<file path="config.mk">
export PLATFORM = sky130hd
export DESIGN_NAME = kwdt_top
export DESIGN_NICKNAME = d
export VERILOG_FILES = /design/src/logic/kwdt_pkg.sv /design/src/logic/kwdt_sync.sv /design/src/logic/kwdt_tick.sv /design/src/logic/kwdt_top.sv
export VERILOG_INCLUDE_DIRS = /design/src /design/src/logic
export SDC_FILE = /design/constraint.sdc
export NUM_CORES = 1
export LEC_CHECK = 0
export BUFFER_PORTS_ARGS = -buffer_cell sky130_fd_sc_hd__buf_2
export CORE_AREA = 2 2 85 87
export CTS_BUF_LIST = sky130_fd_sc_hd__clkbuf_8
export DETAILED_ROUTE_END_ITERATION = 8
export DIE_AREA = 0 0 87 89
export PLACE_DENSITY = 0.74
export SYNTH_ARGS = -nofsm -noshare
export SYNTH_HDL_FRONTEND = slang
export SYNTH_SLANG_ARGS = --single-unit
export TNS_END_PERCENT = 1
</file>
<file path="constraint.sdc">
create_clock -name clk_sys -period 3.3 [get_ports clk_sys]
set_input_delay 0 -clock clk_sys [delete_from_list [all_inputs] [get_ports clk_sys]]
set_output_delay 0 -clock clk_sys [all_outputs]
set_load 0.01 [all_outputs]
</file>
<file path="src/logic/kwdt_regs.svh">
/*
 * Register map, reset values, keys and timing counts of the keyed watchdog.
 * Assumes byte-wide registers on a plain address/strobe port.
 */
`ifndef KWDT_REGS_SVH
`define KWDT_REGS_SVH

// Register addresses
`define KWDT_ADDR_CTRL 8'h00
`define KWDT_ADDR_FLAGS 8'h01
`define KWDT_ADDR_PINCFG 8'h02
`define KWDT_ADDR_STAT 8'h03
`define KWDT_ADDR_IRQ_STAT 8'h04
`define KWDT_ADDR_IRQ_MASK 8'h05

// Reset values and the pin-select code
`define KWDT_CTRL_RST 8'h52
`define KWDT_PINCFG_RST 8'h55
`define KWDT_PINCFG_PIN 8'haa

// Enable keys in control bits 7..3
`define KWDT_KEY_OFF 5'h15
`define KWDT_KEY_ON 5'h0a

// Field positions
`define KWDT_FLAG_KEY 0
`define KWDT_IRQ_TO 0
`define KWDT_IRQ_KEY 1

// Soft reset delay, in slow ticks
`define KWDT_SOFT_DELAY 8'h10

// Timeout lengths in slow ticks per select code
`define KWDT_DIV_0 19'h00100
`define KWDT_DIV_1 19'h00400
`define KWDT_DIV_2 19'h01000
`define KWDT_DIV_3 19'h04000
`define KWDT_DIV_4 19'h08000
`define KWDT_DIV_5 19'h10000
`define KWDT_DIV_6 19'h20000
`define KWDT_DIV_7 19'h40000

`endif

</file>
<file path="src/logic/kwdt_pkg.sv">
/*
 * Types shared by the keyed watchdog modules.
 * Assumes kwdt_regs.svh carries all numeric constants.
 */
package kwdt_pkg;

    // Register port request, all fields from the bus master
    typedef struct packed {
        logic wr;        // Write strobe
        logic rd;        // Read strobe
        logic [7:0] addr; // Register address
        logic [7:0] wdata; // Write data
    } kwdt_bus_req_t;

    // Core events, same clock domain
    typedef struct packed {
        logic clear_instr; // Clear watchdog instruction, one cycle
        logic halt_instr;  // Halt instruction, one cycle
        logic sleep;       // Level, high in sleep or idle
    } kwdt_core_t;

    // Main sequencer modes
    typedef enum logic {
        KWDT_RUN,
        KWDT_KEY_DELAY
    } kwdt_mode_t;

endpackage : kwdt_pkg

</file>
<file path="src/logic/kwdt_sync.sv">
/*
 * Three-stage synchroniser with agreement filter for the watchdog pins.
 * Assumes the inputs are asynchronous to clk_sys.
 */
`timescale 1ns/100ps
module kwdt_sync (
    input wire logic clk_sys, // System clock
    input wire logic arst_n, // Async reset, low
    input wire logic [2:0] pins_async, // Raw pins
    output logic [2:0] pins_stable // Filtered levels
);
    import kwdt_pkg::*;

    // All state of the synchroniser
    typedef struct packed {
        logic [2:0] s1; // First stage, read only by s2
        logic [2:0] s2; // Second stage
        logic [2:0] s3; // Third stage
        logic [2:0] out; // Accepted level
    } kwdt_sync_state_t;

    kwdt_sync_state_t st_q;
    kwdt_sync_state_t st_d;

    // Next state; a change counts once stages two and three agree
    always_comb begin
        st_d = st_q;
        st_d.s1 = pins_async;
        st_d.s2 = st_q.s1;
        st_d.s3 = st_q.s2;
        for (int i = 0; i < 3; i++) begin
            if (st_q.s2[i] == st_q.s3[i]) begin
                st_d.out[i] = st_q.s3[i];
            end
        end
    end

    // Pins rest high after reset so the reset pin reads idle
    always_ff @(posedge clk_sys or negedge arst_n) begin
        if (!arst_n) begin
            st_q <= '1;
        end else begin
            st_q <= st_d;
        end
    end

    assign pins_stable = st_q.out;

endmodule : kwdt_sync

</file>
<file path="src/logic/kwdt_tick.sv">
/*
 * Slow tick source select and rising-edge detector.
 * Assumes both oscillator levels are already synchronised.
 */
`timescale 1ns/100ps
module kwdt_tick (
    input wire logic clk_sys, // System clock
    input wire logic arst_n, // Async reset, low
    input wire logic subclock_source_select, // 1 selects crystal
    input wire logic internal_low_oscillator, // Synced oscillator level
    input wire logic external_low_crystal, // Synced crystal level
    output logic tick // One-cycle pulse per slow period
);
    import kwdt_pkg::*;

    // All state of the tick detector
    typedef struct packed {
        logic prev; // Last selected level
        logic tick; // Registered pulse
    } kwdt_tick_state_t;

    kwdt_tick_state_t st_q;
    kwdt_tick_state_t st_d;
    logic sel_level; // Chosen source

    // Pick the source and flag its rising edge
    always_comb begin
        sel_level = subclock_source_select ? external_low_crystal : internal_low_oscillator;
        st_d.prev = sel_level;
        st_d.tick = sel_level & ~st_q.prev;
    end

    // A source switch can yield one extra or one lost tick; harmless for a watchdog
    // Last level starts high like the synced pins, so no false tick after reset
    always_ff @(posedge clk_sys or negedge arst_n) begin
        if (!arst_n) begin
            st_q <= '{prev: 1'b1, tick: 1'b0};
        end else begin
            st_q <= st_d;
        end
    end

    assign tick = st_q.tick;

endmodule : kwdt_tick

</file>
<file path="src/logic/kwdt_top.sv">
/*
 * Keyed watchdog timer: control and flag registers, timeout counter,
 * key check with delayed reset, interrupt status and mask.
 * Assumes a core that drives the instruction strobes and the sleep level
 * on clk_sys, and a reset controller that acts on the reset pulses.
 */
// Added by the designer: the strobed register port and the address map.
//
// Operation
// Counter runs on selected slow tick clock.
// Select code picks 2^8 up to 2^18.
// Key 10101 disables, 01010 enables watchdog.
// Other key: delayed reset, sets fault flag.
// Key resets to 01010, watchdog starts enabled.
// Control resets to 0x52, fully read/write.
// Fault flag hardware-set, software writes zero.
// Overflow when awake: device reset, timeout flag.
// Overflow asleep: timeout flag, PC/SP reset.
// Bad key, clear, halt, reset pin clear.
// Software clears only via clear instruction.
// Software clears before timeout elapses.
// Flag register upper bits read zero.
// Halt clears counter, runs only if enabled.
// Slow clock kept on while enabled.
// Free counter overflows at selected power.
// Soft delay counted in slow ticks.
`include "kwdt_regs.svh"
`timescale 1ns/100ps
module kwdt_top (
    input wire logic clk_sys, // System clock, 100 MHz
    input wire logic arst_n, // Async reset, low
    input kwdt_pkg::kwdt_bus_req_t bus_req, // Register port request
    output logic [7:0] rd_data_q, // Read data, cycle after read
    input kwdt_pkg::kwdt_core_t core_in, // Core instruction events
    input wire logic subclock_source_select, // 1 selects crystal
    input wire logic internal_low_oscillator, // Internal slow oscillator pin
    input wire logic external_low_crystal, // External crystal pin
    input wire logic external_reset_pin_n, // Reset pin, low active
    output logic device_reset_q, // Full device reset pulse
    output logic pcsp_reset_q, // PC and stack pointer reset pulse
    output logic irq_q, // Level interrupt
    output logic slow_clock_keep_on_q // Keep slow oscillator on
);
    import kwdt_pkg::*;

    // All state of the watchdog
    typedef struct packed {
        kwdt_mode_t mode; // Sequencer mode
        logic [7:0] ctrl; // Watchdog control register
        logic [7:0] pincfg; // Reset pin configuration register
        logic key_fault; // Key fault flag
        logic to_flag; // Timeout status flag
        logic [17:0] cnt; // Timeout counter
        logic [7:0] delay; // Soft reset delay counter
        logic [1:0] irq_stat; // Sticky interrupt status
        logic [1:0] irq_mask; // Interrupt mask
        logic [7:0] rd_data; // Read data
        logic dev_rst; // Device reset pulse
        logic pcsp_rst; // PC/SP reset pulse
        logic irq; // Interrupt level
        logic keep_on; // Slow clock request
    } kwdt_top_state_t;

    kwdt_top_state_t st_q; // Registered state
    kwdt_top_state_t st_d; // Next state

    logic [2:0] pins_stable; // Filtered pins
    logic tick; // Slow tick pulse
    logic [4:0] key; // Current enable key
    logic enabled; // Key says enabled
    logic key_valid; // Next key is one of the two
    logic [18:0] limit; // Timeout length in ticks
    logic overflow; // Counter reached its limit
    logic pin_clear; // Reset pin asserted and selected
    logic cnt_clear; // Clear instruction, halt or reset pin clear

    // Timeout length per select code
    function automatic logic [18:0] kwdt_limit(input logic [2:0] sel);
        logic [18:0] r;
        r = `KWDT_DIV_0;
        case (sel)
            3'h0: r = `KWDT_DIV_0;
            3'h1: r = `KWDT_DIV_1;
            3'h2: r = `KWDT_DIV_2;
            3'h3: r = `KWDT_DIV_3;
            3'h4: r = `KWDT_DIV_4;
            3'h5: r = `KWDT_DIV_5;
            3'h6: r = `KWDT_DIV_6;
            default: r = `KWDT_DIV_7;
        endcase
        return r;
    endfunction : kwdt_limit

    // Pins come in through four flops each: three stages plus the filtered output
    kwdt_sync u_sync (
        .clk_sys(clk_sys),
        .arst_n(arst_n),
        .pins_async({external_reset_pin_n, external_low_crystal, internal_low_oscillator}),
        .pins_stable(pins_stable)
    );

    // Slow tick from the selected oscillator
    kwdt_tick u_tick (
        .clk_sys(clk_sys),
        .arst_n(arst_n),
        .subclock_source_select(subclock_source_select),
        .internal_low_oscillator(pins_stable[0]),
        .external_low_crystal(pins_stable[1]),
        .tick(tick)
    );

    // Decoded terms of the current state
    always_comb begin
        key = st_q.ctrl[7:3];
        enabled = (key == `KWDT_KEY_ON);
        limit = kwdt_limit(st_q.ctrl[2:0]);
        overflow = tick && enabled && (st_q.mode == KWDT_RUN) && ({1'b0, st_q.cnt} == (limit - 19'h00001));
        pin_clear = (st_q.pincfg == `KWDT_PINCFG_PIN) && !pins_stable[2];
        cnt_clear = core_in.clear_instr || core_in.halt_instr || pin_clear;
    end

    // Next state: bus clears first, hardware sets after so sets win
    always_comb begin
        key_valid = 1'b1;
        st_d = st_q;
        st_d.dev_rst = 1'b0;
        st_d.pcsp_rst = 1'b0;
        st_d.rd_data = 8'h00;

        // Register reads; data stands one cycle only
        if (bus_req.rd) begin
            if (bus_req.addr == `KWDT_ADDR_CTRL) begin
                st_d.rd_data = st_q.ctrl;
            end else if (bus_req.addr == `KWDT_ADDR_FLAGS) begin
                st_d.rd_data = {7'h00, st_q.key_fault};
            end else if (bus_req.addr == `KWDT_ADDR_PINCFG) begin
                st_d.rd_data = st_q.pincfg;
            end else if (bus_req.addr == `KWDT_ADDR_STAT) begin
                st_d.rd_data = {5'h00, st_q.mode == KWDT_KEY_DELAY, enabled, st_q.to_flag};
            end else if (bus_req.addr == `KWDT_ADDR_IRQ_STAT) begin
                st_d.rd_data = {6'h00, st_q.irq_stat};
                st_d.irq_stat = 2'h0; // Read clears, later sets still win
            end else if (bus_req.addr == `KWDT_ADDR_IRQ_MASK) begin
                st_d.rd_data = {6'h00, st_q.irq_mask};
            end else begin
                st_d.rd_data = 8'h00; // Unmapped reads zero
            end
        end

        // Register writes
        if (bus_req.wr) begin
            if (bus_req.addr == `KWDT_ADDR_CTRL) begin
                st_d.ctrl = bus_req.wdata;
            end else if (bus_req.addr == `KWDT_ADDR_FLAGS) begin
                // Writing one leaves the flag alone
                if (!bus_req.wdata[`KWDT_FLAG_KEY]) begin
                    st_d.key_fault = 1'b0;
                end
            end else if (bus_req.addr == `KWDT_ADDR_PINCFG) begin
                st_d.pincfg = bus_req.wdata;
            end else if (bus_req.addr == `KWDT_ADDR_IRQ_MASK) begin
                st_d.irq_mask = bus_req.wdata[1:0];
            end
        end

        // Clear instruction and halt drop the timeout flag
        if (core_in.clear_instr || core_in.halt_instr) begin
            st_d.to_flag = 1'b0;
        end

        case (st_q.mode)
            KWDT_RUN: begin
                // Counter steps only while enabled; disabled it changes only when a clear source zeroes it
                if (cnt_clear) begin
                    st_d.cnt = 18'h00000;
                end else if (overflow) begin
                    st_d.cnt = 18'h00000;
                end else if (tick && enabled) begin
                    st_d.cnt = st_q.cnt + 18'h00001;
                end

                if (overflow) begin
                    st_d.to_flag = 1'b1;
                    st_d.irq_stat[`KWDT_IRQ_TO] = 1'b1;
                    if (core_in.sleep) begin
                        // Warm reset keeps the registers as they are
                        st_d.pcsp_rst = 1'b1;
                    end else begin
                        st_d.dev_rst = 1'b1;
                        st_d.ctrl = `KWDT_CTRL_RST;
                        st_d.pincfg = `KWDT_PINCFG_RST;
                    end
                end

                // Any key other than the two arms the delayed reset,
                // whether from a write or from a corrupted register
                key_valid = (st_d.ctrl[7:3] == `KWDT_KEY_ON) || (st_d.ctrl[7:3] == `KWDT_KEY_OFF);
                if (!key_valid) begin
                    st_d.mode = KWDT_KEY_DELAY;
                    st_d.delay = `KWDT_SOFT_DELAY;
                    st_d.cnt = 18'h00000;
                end
            end
            KWDT_KEY_DELAY: begin
                // Once armed the reset goes ahead even if the key is fixed,
                // since the register was already seen corrupted
                st_d.cnt = 18'h00000;
                if (tick) begin
                    if (st_q.delay == 8'h00) begin
                        st_d.mode = KWDT_RUN;
                        st_d.dev_rst = 1'b1;
                        st_d.key_fault = 1'b1;
                        st_d.irq_stat[`KWDT_IRQ_KEY] = 1'b1;
                        st_d.ctrl = `KWDT_CTRL_RST;
                        st_d.pincfg = `KWDT_PINCFG_RST;
                    end else begin
                        st_d.delay = st_q.delay - 8'h01;
                    end
                end
            end
            default: begin
                st_d.mode = KWDT_RUN;
            end
        endcase

        // Outputs that follow the next state
        st_d.irq = |(st_d.irq_stat & st_d.irq_mask);
        st_d.keep_on = (st_d.ctrl[7:3] == `KWDT_KEY_ON);
    end

    // Register all state; control starts enabled with select code 2, a 2^12 tick timeout
    always_ff @(posedge clk_sys or negedge arst_n) begin
        if (!arst_n) begin
            st_q.mode <= KWDT_RUN;
            st_q.ctrl <= `KWDT_CTRL_RST;
            st_q.pincfg <= `KWDT_PINCFG_RST;
            st_q.key_fault <= 1'b0;
            st_q.to_flag <= 1'b0;
            st_q.cnt <= 18'h00000;
            st_q.delay <= 8'h00;
            st_q.irq_stat <= 2'h0;
            st_q.irq_mask <= 2'h0;
            st_q.rd_data <= 8'h00;
            st_q.dev_rst <= 1'b0;
            st_q.pcsp_rst <= 1'b0;
            st_q.irq <= 1'b0;
            st_q.keep_on <= 1'b1;
        end else begin
            st_q <= st_d;
        end
    end

    // Outputs straight from flops
    assign rd_data_q = st_q.rd_data;
    assign device_reset_q = st_q.dev_rst;
    assign pcsp_reset_q = st_q.pcsp_rst;
    assign irq_q = st_q.irq;
    assign slow_clock_keep_on_q = st_q.keep_on;

endmodule : kwdt_top

</file>
======== Yosys cells after proc, flatten, opt, wreduce, memory -nomap -nowiden ========
Index checks and enable logic that the tools add are counted.
operators by class
  equal/unequal tests ..................... 24
  muxes and demuxes ....................... 56
  reduce and logical (&&, ||, !) cells .... 13
  bitwise logic cells ..................... 4
  add/subtract/negate cells ............... 3
operators with widths
  operator                                                               count
  19-bit case mux with 7 select lines                                    1
  18-bit 2-to-1 mux                                                      5
  8-bit 2-to-1 mux                                                       8
  26-bit case mux with 2 select lines                                    1
  16-bit 2-to-1 mux                                                      3
  17-bit case mux with 2 select lines                                    1
  2-bit 2-to-1 mux                                                       14
  26-bit 2-to-1 mux                                                      1
  18-bit by 19-bit == test with 1-bit output                             1
  19-bit by 1-bit subtractor with 19-bit output (second input constant)  1
  18-bit by 1-bit adder with 18-bit output (second input constant)       1
  9-bit 2-to-1 mux                                                       2
  1-bit 2-to-1 mux                                                       17
  17-bit 2-to-1 mux                                                      1
  8-bit by 2-bit == test with 1-bit output (second input constant)       2
  8-bit by 3-bit == test with 1-bit output (second input constant)       2
  8-bit zero test                                                        2
  5-bit by 4-bit == test with 1-bit output (second input constant)       3
  3-bit == test (second input constant)                                  3
  8-bit by 1-bit == test with 1-bit output (second input constant)       1
  8-bit == test (second input constant)                                  1
  8-bit by 1-bit subtractor with 8-bit output (second input constant)    1
  3-bit by 2-bit == test with 1-bit output (second input constant)       2
  5-bit == test (second input constant)                                  1
  other kinds (16)                                                       25
word-level totals
  word-level logic and storage cells ...... 122
  output and inout port bits .............. 12
  register bits ........................... 75

======== Depth between registers and ports, before layout ========
Gate-level depths: netlist of run 1.
  depth in word-level cells ............... 13
  mapped depth ............................ 8
  mapped depth without buffers ............ 8

======== By module ========
A second synthesis of run 1 with hierarchy kept.
unflattened totals
  cells, all modules ...................... 378
  area total of the unflattened synthesis .. 3752.3 um2
by module, submodules not included
  module     area each (um2)  sequential area each (um2)  cells each  times used
  kwdt_top   3300.7           1536.5                      356         1
  kwdt_sync  371.6            315.3                       18          1
  kwdt_tick  80.1             51.3                        4           1

======== Worst setup path after synthesis of run 1 ========
OpenSTA, ideal clock, no wires.
  kind .................................... flip-flop to flip-flop
  from .................................... register st_q[53] in the netlist's numbering
  to ...................................... register st_q[33] in the netlist's numbering
  stages on the path, launching flop included .. 8
  arrival time ............................ 2.468 ns
  setup time .............................. 0.116 ns
  path buffers ............................ 1
  path slack .............................. 0.716 ns
  path through ............................ dfstp_2 > clkbuf_1 > maj3_1 > o22ai_1 > a211oi_1 > o211ai_2 > or4b_2 > o311ai_0
between the ends
  cells in the longest elaborated chain, start to end .. 11
  elaborated cells between the ends (all ways) .. 21
  classes of those cells .................. add/sub (1); eq/ne (10); mux (7); reduce/logical (3)
ends and longest elaborated chain
  item                                                                                               RTL line         source
  start: declaration                                                                                 kwdt_top.sv:64   kwdt_top_state_t st_q;
  start signal: assignment                                                                           kwdt_top.sv:249  st_q <= st_d;
  3-bit == test, or another cell as far along                                                        kwdt_top.sv:81   case (sel)
  19-bit case mux with 7 select lines (*)                                                            kwdt_top.sv:81
  19-bit by 1-bit subtractor with 19-bit output (*)                                                  kwdt_top.sv:117  overflow = tick && enabled && (st_q.mode == KWDT_RUN) && ({1'b0, st_q.cnt} == (limit - 19'h00001));
  18-bit by 19-bit == test with 1-bit output (*)                                                     kwdt_top.sv:117
  1-bit logical AND (*)                                                                              kwdt_top.sv:117
  16-bit 2-to-1 mux                                                                                  kwdt_top.sv:182  if (overflow) begin
  16-bit 2-to-1 mux                                                                                  kwdt_top.sv:171  case (st_q.mode)
  5-bit by 4-bit == test with 1-bit output (no source line) / 5-bit == test (equally long branches)  -
  1-bit logical OR                                                                                   kwdt_top.sv:197  key_valid = (st_d.ctrl[7:3] == `KWDT_KEY_ON) || (st_d.ctrl[7:3] == `KWDT_KEY_OFF);
  26-bit 2-to-1 mux                                                                                  kwdt_top.sv:198  if (!key_valid) begin
  26-bit case mux with 2 select lines                                                                kwdt_top.sv:171
Mark *: on every way between the ends. The rest lies on a longest branch, timed or not. The select of a mux whose other input is x is not followed.
A chain may end at the register's enable or synchronous reset.

======== Worst setup path after layout of run 1 ========
  from .................................... register st_q[54] in the netlist's numbering
  to ...................................... register st_q[24] in the netlist's numbering
Same word-level chain as after synthesis.

==> results.txt, run 1 <==
----------------------------------------------------
[Status]
  Status ... finished clean

[Worst setup path]
  Worst EP required ... 3.54 ns
  Worst Setup EP ... st_q[24]
  Number of logic stages on the critical path including buffering ... 6
  Buffer and inverter count on the worst path ... 0
  CP cell instances ... or4_1 > a2111o_1 > a2111o_1 > o211ai_2 > nor2_1 > mux2_2
  Slowest CP cell ... sky130_fd_sc_hd__or4_1
  Crit-path most repeated cell ... sky130_fd_sc_hd__a2111o_1
  Worst Path Max Fanout ... 10
  Number of cells on the worst reg-to-reg path ... 6
  Origin of the worst setup path ... st_q[54]
  Setup crit end kind ... register
  Critical register-to-register path endpoint ... st_q[24]
  Worst flop-to-flop path startpoint ... st_q[54]
  Class of the most critical setup path ... reg -> reg
  CP top delay family ... compound AO/OA/AOI/OAI gates
  Slowest Stage Delay on Critical Path ... 0.56 ns
  Startpoint type of the worst setup path ... register
  Slack of the worst reg-to-reg path ... 0.46 ns
  Arrival time worst endpoint ... 3.08 ns

[Clock network]
  Number of clock sinks ... between 70 and 80
  Total clock buffers created by CTS ... 9
  # H-tree levels ... 3
  Root buffer cell ... sky130_fd_sc_hd__clkbuf_8
  CTS max path bufs ... 2
  Resized Gates After CTS ... 0
  CTS clk-pin slew, worst paths ... 0.08 ns
  TritonCTS clock tree ... built
  Insertion delay of the later-clocked pin in the worst-skew pair ... between 0.3 and 0.4 ns
  Total setup buffers inserted after CTS ... 0

[Synth]
  Number of synthesized register bits ... 75
  Share of the synthesized area in the top cell type ... 37.0%
  Fraction of registers with async set/reset ... 100%
  Dominant synthesized flop cell ... sky130_fd_sc_hd__dfrtp_1
  Fraction of the yosys area taken by sequential cells ... 52.1%
  Yosys warnings ... 0
  Post-synthesis net count ... 386
  Cell accounting for the most synthesized area ... sky130_fd_sc_hd__dfrtp_1
  Top area cells in the synthesized netlist ... sky130_fd_sc_hd__dfrtp_1, sky130_fd_sc_hd__dfstp_2, sky130_fd_sc_hd__nand2_1
  Mapped cell area ... 0.00365 mm2
  Number of standard cells after synthesis ... around 360
  Avg Cell Area, Syn ... 10.3 um2
  Count of cell types in the netlist ... 62
  Number of enable flip-flop cells after synthesis ... 0

[Floorplan]
  Placeable core area ... 0.00672 mm2
  Vertical extent of the die ... 89 um
  Starting utilization of the core area ... 54.3%
  I/O Pins ... 39
  Die area ... roughly 0.0077 mm2
  Die Width ... 87 um
  Std-Cell Rows ... 30

[Cells and area]
  Share of cells above drive strength 1 ... roughly 23%
  Fin nets ... 444
  Layout filler cell count ... 542
  Final core utilization ... approximately 64%
  Non-filler cells, final ... roughly 500
  Area added between synthesis and finish ... 17.9%
  Count of antenna diodes in the layout ... 0

[Power]
  Proportion of power drawn by flip-flops and latches ... 50.6%
  Switching portion of total power ... 27.9%
  Reported net switching power ... just over 600 uW
  Clock Power Share ... 33.8%
  Leakage power ... 1.90 nW
  P_int ... 1.60 mW
  Combinational fraction of design power ... 15.6%
  Worst supply voltage drop on vdd ... ~430 uV
  Power density over the cells ... 517 mW/mm2

[Drt]
  1st-iter DRT viols ... 221
  Initial DRT Pass Iterations ... 4
  Sum of routed wire length over all layers ... 8270 um
  Via count of the routed design ... 2945
  Number of vias per cell ... between 5 and 6
  Post-route ant nets ... 0
  Wirelength per Cell ... between 15 and 20 um
  Post-route DRC ... 0

[Global route]
  Maximum number of pins on one net before global-route repair ... 37
  Global-route usage over all layers ... between 20% and 30%
  Number of global-route vias before repair ... between 2k and 3k
  Global-route wire length before repair ... 14200 um
  GRT Residual Overflow ... 0
  Antenna violations before repair ... 0

[Place]
  Detailed placement HPWL ... roughly 5700 um
  Global placer's final weighted congestion ... 0.906
  Count of input and output buffers ... 38
  Instance count after placement with tap cells included ... ~460

[Timing]
  Final number of setup-violating endpoints ... 0
  Count of endpoints failing hold in the final timing report ... 0
  Clock tree skew after final layout ... 0.00878 ns
  Post-route minimum period ... 2.84 ns
  Final worst path period share ... 86.1%
  Total count of max-transition violations in the final report ... 0
  RSZ-0062 raised after global routing ... no
  Relative slew margins ... 56.4%
  Peak Freq ... 352 MHz
  Setup TNS ... 0 ns
  Transition time at the pin with the least slew margin ... 0.646 ns

[Min path]
  Hold crit path type ... in -> reg

[Run]
  Number of max-capacitance violations reported ... 0

----------------------------------------------------
-- stage by stage --
stage	setup WS [ns]	power (mW)	area (um2)	hold slack, ns
floorplan	0.716	1.34	3650	-0.296
global placement	0.544	1.45	3910	-0.103
detailed placement	0.471	1.47	3910	-0.0975
CTS	0.480	2.24	4300	0.00500
global route	0.296	2.35	4300	0.0260
finish	0.459	2.22	4300	0.0115
-- Yosys cell counts (4+ instances only) --
cell and n:
sky130_fd_sc_hd__a21boi_0 4, sky130_fd_sc_hd__a21o_1 4, sky130_fd_sc_hd__dfrtp_1 54, sky130_fd_sc_hd__clkbuf_1 10, sky130_fd_sc_hd__nand3_1 18, sky130_fd_sc_hd__nand4_1 5, sky130_fd_sc_hd__or4_1 6, sky130_fd_sc_hd__nor2b_1 9
sky130_fd_sc_hd__a211oi_1 5, sky130_fd_sc_hd__maj3_1 4, sky130_fd_sc_hd__mux2_2 5, sky130_fd_sc_hd__inv_1 9, sky130_fd_sc_hd__xnor2_1 13, sky130_fd_sc_hd__a21oi_1 10, sky130_fd_sc_hd__nand2_1 43, sky130_fd_sc_hd__or3_1 4
sky130_fd_sc_hd__a22oi_1 7, sky130_fd_sc_hd__mux2i_1 7, sky130_fd_sc_hd__nor2_1 35, sky130_fd_sc_hd__buf_4 9, sky130_fd_sc_hd__nor3_1 12, sky130_fd_sc_hd__dfstp_2 21
-- worst min-delay path by stage --
stage / start / end / slack [ns] / cells past startpoint
global placement: arst_n / rd_data_q[6] / -0.10 / 1
global route: bus_req[11] / st_q[44] / 0.03 / 4
finish: bus_req[11] / st_q[44] / 0.01 / 4
CTS: bus_req[11] / st_q[44] / 0.005 / 4
detailed placement: arst_n / rd_data_q[6] / -0.1 / 1
floorplan: arst_n / device_reset_q / -0.30 / 0
-- kinds of logic (layout without fill, tap and decap cells) --
family	count (synthesis)	count (layout)	share of synthesized area, %
and+or+nand+nor	155	155	21.6
adders and majority gates	7	7	2.13
DFF	75	75	52.1
buffers and inverters	30	93	4.04
muxes	12	12	3.46
AOI/OAI and AO/OA	61	61	12.8
xor gates and xnor gates	16	16	3.84
-- placed cells by master, fill, tap and decap left out, types with 6 or more instances in the layout --
cell type,netlist,final
sky130_fd_sc_hd__dfrtp_1,54,54
sky130_fd_sc_hd__nand2_1,43,43
sky130_fd_sc_hd__buf_2,1,38
sky130_fd_sc_hd__nor2_1,35,35
sky130_fd_sc_hd__dfstp_2,21,21
sky130_fd_sc_hd__dlygate4sd3_1,0,19
sky130_fd_sc_hd__nand3_1,18,18
sky130_fd_sc_hd__xnor2_1,13,13
sky130_fd_sc_hd__nor3_1,12,12
sky130_fd_sc_hd__inv_1,9,11
sky130_fd_sc_hd__a21oi_1,10,10
sky130_fd_sc_hd__buf_4,9,10
sky130_fd_sc_hd__nor2b_1,9,9
sky130_fd_sc_hd__clkbuf_8,0,9
sky130_fd_sc_hd__a22oi_1,7,7
sky130_fd_sc_hd__mux2i_1,7,7
sky130_fd_sc_hd__or4_1,6,6
-- layout make-up --
cell class | count | area [um2] | area share [%]
clock buffer | 9 | 124 | 2.88
clock inverter | 7 | 85.1 | 1.98
sequential | 75 | 1900 | 44.2
multi-input combinational | 251 | 1600 | 37.2
tap | 80 | 100 | 2.33
timing repair buffer | 67 | 455 | 10.6
inverter | 10 | 37.5 | 0.872
-- tightest hold or removal path, delay by kind of cell --
kind                   cells  cell delay [ns]
buffers and inverters      1             0.12
AND/OR/NAND/NOR            3             0.23
-- power groups by stage --
stage / registers [mW] / logic, mW / clock network (mW)
final: 1.12 / 0.348 / 0.752
after global routing: 1.14 / 0.396 / 0.809
after CTS: 1.13 / 0.349 / 0.768
after detailed placement: 1.14 / 0.330 / 0
after global placement: 1.13 / 0.317 / 0
after floorplan: 1.10 / 0.235 / 0
-- registers in the layout (all words and copies together), names as in the netlist --
register	cells
pcsp_reset_q	1
u_sync.st_q	3
device_reset_q	1
u_tick.st_q	1
st_q	44
rd_data_q	8
u_sync.st_d	6
u_sync.pins_stable	3
irq_q	1
key	5
u_tick.tick	1
slow_clock_keep_on_q	1
-- routing by layer --
metal	GRT usage [%]	vias to the layer above	wire [um]
met5	0	-	0
met2	37.6	96	3920
met4	9.52	0	162
met1	32.8	1451	3670
li1	-	1382	-
met3	4.89	16	511
-- timing repair --
action,4_1_cts,5_1_grt
endpoints found under the hold margin,89,0
setup endpoints to repair,0,0
hold buffers,19,0
Power figures use the tool's default switching activity.
==> run 2: changes to the inputs <==
--- a/config.mk
+++ b/config.mk
@@ -6,12 +6,12 @@
 export SDC_FILE = /design/constraint.sdc
 export NUM_CORES = 1
 export LEC_CHECK = 0
+export ABC_AREA = 1
 export BUFFER_PORTS_ARGS = -buffer_cell sky130_fd_sc_hd__buf_2
-export CORE_AREA = 2 2 85 87
+export CORE_AREA = 2 2 99 101
 export CTS_BUF_LIST = sky130_fd_sc_hd__clkbuf_8
 export DETAILED_ROUTE_END_ITERATION = 8
-export DIE_AREA = 0 0 87 89
-export PLACE_DENSITY = 0.74
+export DIE_AREA = 0 0 101 103
 export SYNTH_ARGS = -nofsm -noshare
 export SYNTH_HDL_FRONTEND = slang
 export SYNTH_SLANG_ARGS = --single-unit
==> run 2 against run 1 <==
Non-clock buffer count is 12 lower. Setup slack improved by 0.53 ns. Clock power is 2% lower. Die area grew 34%. Sequential cell count unchanged. Clock skew rose by 0.0032 ns. Utilization decreased by 15 points. Critical path depth up 6. Maximum frequency rose by 23%. Final cell count increased by 37%. Hold slack improved by 0.0097 ns.
==> results.txt, run 2 <==
----------------------------------------------------
[Drt]
  Post-route ant nets ... 0 (unchanged)
  Initial DRT Pass Iterations ... 5 (+1)
  Sum of routed wire length over all layers ... 9210 um (+11%)
  1st-iter DRT viols ... 128 (-42%)
  Post-route DRC ... 0 (unchanged)
  Wirelength per Cell ... 13.5 um (-19%)
  Via count of the routed design ... 3554 (+21%)
  Number of vias per cell ... 5.21 (-12%)

[Floorplan]
  Placeable core area ... 0.00946 mm2 (+41%)
  Die Width ... 101 um (+16%)
  Starting utilization of the core area ... 43.4% (-11 points)
  I/O Pins ... 39 (unchanged)
  Vertical extent of the die ... 103 um (+16%)
  Die area ... 0.0104 mm2 (+34%)
  Std-Cell Rows ... 36 (+20%)

[Place]
  Count of input and output buffers ... 38 (unchanged)
  Instance count after placement with tap cells included ... 650 (+40%)
  Detailed placement HPWL ... 6350 um (+11%)
  Global placer's final weighted congestion ... 0.888 (-1.9%)

[Clock network]
  CTS max path bufs ... 2 (unchanged)
  # hold bufs at CTS ... 16 (-3)
  TritonCTS clock tree ... built
  Resized Gates After CTS ... 0 (unchanged)
  Number of clock sinks ... 75 (unchanged)
  Insertion delay of the later-clocked pin in the worst-skew pair ... 0.36 ns (about the same)
  Root buffer cell ... sky130_fd_sc_hd__clkbuf_8
  # H-tree levels ... 3 (unchanged)
  CTS clk-pin slew, worst paths ... 0.09 ns (about the same)
  Total setup buffers inserted after CTS ... 0 (unchanged)
  Total clock buffers created by CTS ... 9 (unchanged)

[Global route]
  Antenna violations before repair ... 0 (unchanged)
  Number of global-route vias before repair ... 3442 (+19%)
  Global-route wire length before repair ... 15800 um (+11%)
  Global-route usage over all layers ... 19.3% (-4.6 points)
  Maximum number of pins on one net before global-route repair ... 76 (+110%)
  GRT Residual Overflow ... 0 (unchanged)

[Cells and area]
  Share of cells above drive strength 1 ... 16.4% (-6.5 points)
  Layout filler cell count ... 925 (+71%)
  Non-filler cells, final ... 682 (+37%)
  Area added between synthesis and finish ... 13.6%
  Fin nets ... 593 (+34%)
  Count of antenna diodes in the layout ... 0 (unchanged)
  Most frequent cells in the layout ... sky130_fd_sc_hd__nand2_1, sky130_fd_sc_hd__inv_1, sky130_fd_sc_hd__nand3_1, sky130_fd_sc_hd__dfrtp_1, sky130_fd_sc_hd__nor2_1
  Largest Register ... st_q
  Leading cell type in the layout, fill and taps excluded ... sky130_fd_sc_hd__nand2_1
  Largest register FFs ... 44 (unchanged)

[Status]
  Status ... finished clean

[Synth]
  Share of the synthesized area in the top cell type ... 32.9% (-4.1 points)
  Number of enable flip-flop cells after synthesis ... 0 (unchanged)
  Post-synthesis net count ... 549 (+42%)
  Most frequent cells after synthesis ... sky130_fd_sc_hd__nand2_1, sky130_fd_sc_hd__inv_1, sky130_fd_sc_hd__nand3_1
  Fraction of registers with async set/reset ... 100% (unchanged)
  Cell accounting for the most synthesized area ... sky130_fd_sc_hd__dfrtp_1
  Yosys warnings ... 0 (unchanged)
  Avg Cell Area, Syn ... 7.91 um2 (-23%)
  Dominant synthesized flop cell ... sky130_fd_sc_hd__dfrtp_1
  Mapped cell area ... 0.00410 mm2 (+12%)
  Number of standard cells after synthesis ... 519 (+46%)
  Count of cell types in the netlist ... 39 (-37%)
  Fraction of the yosys area taken by sequential cells ... 46.4% (-5.8 points)
  Most frequent cell after synthesis ... sky130_fd_sc_hd__nand2_1
  Number of synthesized register bits ... 75 (unchanged)
  Top area cells in the synthesized netlist ... sky130_fd_sc_hd__dfrtp_1, sky130_fd_sc_hd__dfstp_2, sky130_fd_sc_hd__nand2_1

[Timing]
  Clock tree skew after final layout ... 0.0120 ns (+0.00320 ns)
  Total count of max-transition violations in the final report ... 0 (unchanged)
  RSZ-0062 raised after global routing ... no
  Post-route minimum period ... 2.31 ns (-0.530 ns)
  Setup TNS ... 0 ns (unchanged)
  Transition time at the pin with the least slew margin ... 0.951 ns (+0.304 ns)
  Relative slew margins ... 36.6% (-20 points)
  Final worst path period share ... 70.0% (-16 points)
  Peak Freq ... 433 MHz (+23%)
  Worst hold margin ... 0.0212 ns (+0.00971 ns)
  Final number of setup-violating endpoints ... 0 (unchanged)
  Count of endpoints failing hold in the final timing report ... 0 (unchanged)

[Worst setup path]
  Worst EP required ... 3.59 ns (+0.05 ns)
  Arrival time worst endpoint ... 2.60 ns (-0.48 ns)
  Setup crit end kind ... register
  Startpoint type of the worst setup path ... register
  Worst Path Max Fanout ... 18 (+8)
  Class of the most critical setup path ... reg -> reg

[Run]
  Number of max-capacitance violations reported ... 0 (unchanged)

[Power]
  Leakage power ... 2.39 nW (+26%)
  Worst supply voltage drop on vdd ... 288 uV (-33%)
  Power density over the cells ... 534 mW/mm2 (+3.4%)

[Min path]
  Hold crit path type ... in -> reg

----------------------------------------------------
-- run 2: changes by cell type after synthesis, moves of 6 or more --
cell	before	now
sky130_fd_sc_hd__nand2_1	43	132
sky130_fd_sc_hd__xnor2_1	13	2
sky130_fd_sc_hd__a22oi_1	7	0
sky130_fd_sc_hd__nor2_1	35	41
sky130_fd_sc_hd__a21oi_1	10	20
sky130_fd_sc_hd__mux2i_1	7	0
sky130_fd_sc_hd__o21ai_0	3	14
sky130_fd_sc_hd__nor2b_1	9	0
sky130_fd_sc_hd__nand3_1	18	61
sky130_fd_sc_hd__nand4_1	5	31
sky130_fd_sc_hd__xor2_1	3	13
sky130_fd_sc_hd__or4_1	6	0
sky130_fd_sc_hd__inv_1	9	63
-- run 2: metrics by stage --
| stage | area (um2) | util (%) | power [mW] | worst slack, ns |
|---|---|---|---|---|
| after floorplan | 4100 | - | 1.62 | 1.44 |
| after global placement | 4300 | 45.5 | 1.75 | 1.06 |
| after detailed placement | 4300 | 45.5 | 1.76 | 0.993 |
| after CTS | 4660 | 49.3 | 2.52 | 0.990 |
| after global routing | 4660 | 49.3 | 2.66 | 0.718 |
| final | 4660 | 49.3 | 2.49 | 0.988 |
-- run 2: critical path, stage by stage (launching register included) --
cell	delay, ns
sky130_fd_sc_hd__dfrtp_1	0.45
sky130_fd_sc_hd__ha_1	0.24
sky130_fd_sc_hd__nand2_1	0.08
sky130_fd_sc_hd__inv_1	0.06
sky130_fd_sc_hd__nand3_1	0.09
sky130_fd_sc_hd__nor2_1	0.05
sky130_fd_sc_hd__nand2_1	0.16
sky130_fd_sc_hd__inv_1	0.11
sky130_fd_sc_hd__nand4_1	0.08
sky130_fd_sc_hd__nor2_1	0.06
sky130_fd_sc_hd__nor2_2	0.58
sky130_fd_sc_hd__nand4_1	0.18
sky130_fd_sc_hd__nand2_1	0.10
-- run 2: final cells by class --
type                    count  area, um2  share of cell area (%)
multi-input cells         355       1810                    38.7
clock inverters             7       75.1                    1.61
clock buffers               9        124                    2.66
flip-flops and latches     75       1900                    40.8
inverters                  67        251                    5.39
well taps                 114        143                    3.06
repair buffers             55        360                    7.73
-- run 2: worst paths after layout --
check	startpoint	end	slack [ns]	cells past startpoint
max	st_q[24]	st_q[28]	0.99	12
min reg2reg	u_sync.st_d[7]	u_sync.st_d[4]	0.36	0
min	bus_req[10]	rd_data_q[0]	0.02	4
max in group asynchronous	arst_n	key[0]	2.35	2
max reg2reg	st_q[24]	st_q[28]	0.99	12
min in group asynchronous	arst_n	rd_data_q[0]	0.29	2
-- run 2: cells by family (layout without fill, tap and decap cells) --
logic type      count (synthesis)  count (layout)  synth area share (%)
compound gates                 45              45                  6.13
xor+xnor                       15              15                  3.20
fa+ha+maj                       6               6                  1.65
buf+inv                        89             138                  9.60
flops                          75              75                  46.4
simple gates                  289             289                  33.0
-- run 2: routing by layer --
layer	GRT usage, %	vias up	wire (um)
met5	0	-	0
met4	6.86	0	138
met3	4.47	12	401
met2	31.3	75	4190
met1	25.5	1692	4480
li1	-	1775	-
-- run 2: power by group --
group	switching, mW	total, mW	leakage [nW]	internal, mW
registers	0.0830	1.12	0.945	1.04
logic	0.422	0.630	1.35	0.208
clock network	0.383	0.738	0.0981	0.355
==> run 3: changes to the inputs <==
--- a/config.mk
+++ b/config.mk
@@ -6,12 +6,12 @@
 export SDC_FILE = /design/constraint.sdc
 export NUM_CORES = 1
 export LEC_CHECK = 0
-export ABC_AREA = 1
+export ABC_AREA = 0
 export BUFFER_PORTS_ARGS = -buffer_cell sky130_fd_sc_hd__buf_2
-export CORE_AREA = 2 2 99 101
+export CORE_AREA = 2 2 94 96
 export CTS_BUF_LIST = sky130_fd_sc_hd__clkbuf_8
 export DETAILED_ROUTE_END_ITERATION = 8
-export DIE_AREA = 0 0 101 103
+export DIE_AREA = 0 0 96 98
 export SYNTH_ARGS = -nofsm -noshare
 export SYNTH_HDL_FRONTEND = slang
 export SYNTH_SLANG_ARGS = --single-unit
==> constraint.sdc (replaced) <==
create_clock -name clk_sys -period 2.3 [get_ports clk_sys]
set_input_delay 0 -clock clk_sys [delete_from_list [all_inputs] [get_ports clk_sys]]
set_output_delay 0 -clock clk_sys [all_outputs]
set_load 0.01 [all_outputs]
==> run 3 against run 2 <==
The run now ends with setup timing left. Sequential cell count is the same. Design area increased by 1.2%. Sequential power is 41% higher. Clock power up 56%. Utilization is 6.4 points higher. Maximum frequency is 5.5% lower. Clock skew down 0.0056 ns. Critical endpoint is now st_q[24]. Highest routed layer unchanged.
==> results.txt, run 3 (same netlist as run 1, synthesis figures left out) <==
----------------------------------------------------
[Worst setup path]
  Arrival time worst endpoint ... 2.68 ns (+0.08 ns)
  Startpoint type of the worst setup path ... register
  CP top delay family ... compound AO/OA/AOI/OAI gates
  Class of the most critical setup path ... reg -> reg
  Slowest CP cell ... sky130_fd_sc_hd__or4_1
  Crit-path most repeated cell ... sky130_fd_sc_hd__a2111o_1
  CP cell instances ... or4_1 > a2111o_1 > a2111o_1 > o211ai_4 > nor2_2 > mux2_2
  Setup crit end kind ... register
  Worst EP required ... 2.54 ns (-1.05 ns)
  Buffer and inverter count on the worst path ... 0 (-2)
  Slowest Stage Delay on Critical Path ... 0.52 ns (-0.06 ns)
  Worst Path Max Fanout ... 6 (-12)

[Power]
  Worst supply voltage drop on vdd ... 494 uV (+71%)
  Overall power consumption ... 3.38 mW (+36%)
  Power density over the cells ... 716 mW/mm2 (+34%)
  Leakage power ... 2.11 nW (-12%)

[Drt]
  Wirelength per Cell ... 15.7 um (+16%)
  Post-route DRC ... 0 (unchanged)
  Initial DRT Pass Iterations ... 4 (-1)
  Post-route ant nets ... 0 (unchanged)
  Via count of the routed design ... 2974 (-16%)
  1st-iter DRT viols ... 110 (-14%)
  Sum of routed wire length over all layers ... 8900 um (-3.3%)
  Number of vias per cell ... 5.25 (+0.83%)

[Floorplan]
  Vertical extent of the die ... 98 um (-4.9%)
  Std-Cell Rows ... 34 (-5.6%)
  Placeable core area ... 0.00847 mm2 (-11%)
  I/O Pins ... 39 (unchanged)
  Starting utilization of the core area ... 43.1% (-0.27 points)
  Die area ... 0.00941 mm2 (-9.6%)
  Die Width ... 96 um (-5.0%)

[Clock network]
  CTS clk-pin slew, worst paths ... 0.08 ns (about the same)
  Total clock buffers created by CTS ... 9 (unchanged)
  Root buffer cell ... sky130_fd_sc_hd__clkbuf_8
  Number of clock sinks ... 75 (unchanged)
  TritonCTS clock tree ... built
  Insertion delay of the later-clocked pin in the worst-skew pair ... 0.35 ns (about the same)
  CTS max path bufs ... 2 (unchanged)
  # H-tree levels ... 3 (unchanged)

[Cells and area]
  Largest register FFs ... 44 (unchanged)
  Most frequent cells in the layout ... sky130_fd_sc_hd__dfrtp_1, sky130_fd_sc_hd__buf_4, sky130_fd_sc_hd__nand2_1, sky130_fd_sc_hd__buf_2, sky130_fd_sc_hd__nor2_1
  Share of cells above drive strength 1 ... 32.3% (+16 points)
  Largest Register ... st_q
  Count of antenna diodes in the layout ... 0 (unchanged)
  Area added between synthesis and finish ... 29.3%
  Non-filler cells, final ... 566 (-17%)
  Leading cell type in the layout, fill and taps excluded ... sky130_fd_sc_hd__dfrtp_1
  Fin nets ... 483 (-19%)

[Status]
  Status ... finished with violations
  Failing checks ... setup timing

[Timing]
  Total count of max-transition violations in the final report ... 0 (unchanged)
  Peak Freq ... 409 MHz (-5.5%)
  Clock tree skew after final layout ... 0.00636 ns (-0.00562 ns)
  Final worst path period share ... 106% (+36 points)
  Post-route minimum period ... 2.44 ns (+0.133 ns)
  Transition time at the pin with the least slew margin ... 0.929 ns (-0.0217 ns)
  Relative slew margins ... 38.1% (+1.4 points)
  Post-layout worst setup margin ... -0.145 ns (-1.13 ns)
  RSZ-0062 raised after global routing ... yes
  Final number of setup-violating endpoints ... 31 (+31)
  Count of endpoints failing hold in the final timing report ... 0 (unchanged)

[Global route]
  Global-route usage over all layers ... 20.5% (+1.2 points)
  Global-route wire length before repair ... 14900 um (-5.3%)
  Number of global-route vias before repair ... 3080 (-11%)
  GRT Residual Overflow ... 0 (unchanged)
  Antenna violations before repair ... 0 (unchanged)
  Maximum number of pins on one net before global-route repair ... 76 (unchanged)

[Run]
  Number of max-capacitance violations reported ... 0 (unchanged)

[Place]
  Global placer's final weighted congestion ... 0.877 (-1.3%)
  Detailed placement HPWL ... 6320 um (-0.60%)
  Count of input and output buffers ... 38 (unchanged)
  Instance count after placement with tap cells included ... 531 (-18%)

[Min path]
  Hold crit path type ... in -> reg

----------------------------------------------------
run 3: cell types whose count changed in the layout (fill, tap and decap cells not counted), moves of 7 or more:
cell / change
sky130_fd_sc_hd__buf_4: +46
sky130_fd_sc_hd__nor2_1: -8
sky130_fd_sc_hd__nand3_1: -43
sky130_fd_sc_hd__nor2b_1: +9
sky130_fd_sc_hd__xnor2_1: +11
sky130_fd_sc_hd__o21ai_0: -12
sky130_fd_sc_hd__nand4_1: -26
sky130_fd_sc_hd__nand2_1: -89
sky130_fd_sc_hd__mux2i_1: +7
sky130_fd_sc_hd__inv_1: -54
sky130_fd_sc_hd__a22oi_1: +7
sky130_fd_sc_hd__xor2_1: -10
sky130_fd_sc_hd__a21oi_1: -10
run 3: repair_timing:
action | 4_1_cts | 5_1_grt
resized for setup | 8 | 12
setup buffers | 1 | 0
pin swaps | 4 | 7
endpoints found under the hold margin | 87 | 0
hold buffers | 17 | 0
gates cloned | 1 | 0
endpoints found under the setup margin | 44 | 46
run 3: metal layers:
layer	GRT usage [%]	vias to the layer above	share of wire, %
met3	3.40	8	4.0
li1	-	1465	-
met4	7.80	0	1.0
met5	0	-	0
met2	30.9	65	48
met1	29.4	1436	47
run 3: final timing paths:
kind	cells after the start	startpoint	to	slack, ns
max	6	st_q[38]	st_q[24]	-0.14
min	3	bus_req[10]	st_q[43]	0.02
max reg2reg	6	st_q[38]	st_q[24]	-0.14
min reg2reg	0	u_sync.st_d[8]	u_sync.st_d[5]	0.36
max in group asynchronous	2	arst_n	st_q[47]	1.37
min in group asynchronous	2	arst_n	rd_data_q[2]	0.32
run 3: power by group:
group	switching, mW	internal, mW
clock	0.482	0.665
sequential	0.0996	1.48
combinational	0.352	0.302
total	0.933	2.44
run 3: worst min-delay path, stage by stage:
cell and delay [ns]:
sky130_fd_sc_hd__buf_2 0.16, sky130_fd_sc_hd__o41ai_1 0.11, sky130_fd_sc_hd__nand2_1 0.06
run 3: metrics by stage:
| stage | cell area, um2 | TNS, ns | setup slack (ns) | hold WS [ns] | util [%] |
|---|---|---|---|---|---|
| 2_1_floorplan | 3670 | -1.67 | -0.146 | -0.296 | - |
| 3_3_place_gp | 4250 | -2.83 | -0.207 | 0.106 | 50.2 |
| 3_5_place_dp | 4250 | -5.26 | -0.293 | 0.106 | 50.2 |
| 4_1_cts | 4680 | -3.10 | -0.183 | 0.00968 | 55.3 |
| 5_1_grt | 4720 | -5.64 | -0.228 | 0.0292 | 55.7 |
| 6_report | 4720 | -1.66 | -0.145 | 0.0220 | 55.7 |
run 3: area by class of cell:
cell class	count	area, um2
Clock buffer	11	151
Sequential cell	75	1900
Fill cell	730	3750
Tap cell	108	135
Clock inverter	5	76.3
Inverter	10	37.5
Timing Repair inverter	1	7.51
Timing Repair Buffer	105	749
Multi-Input combinational cell	251	1660
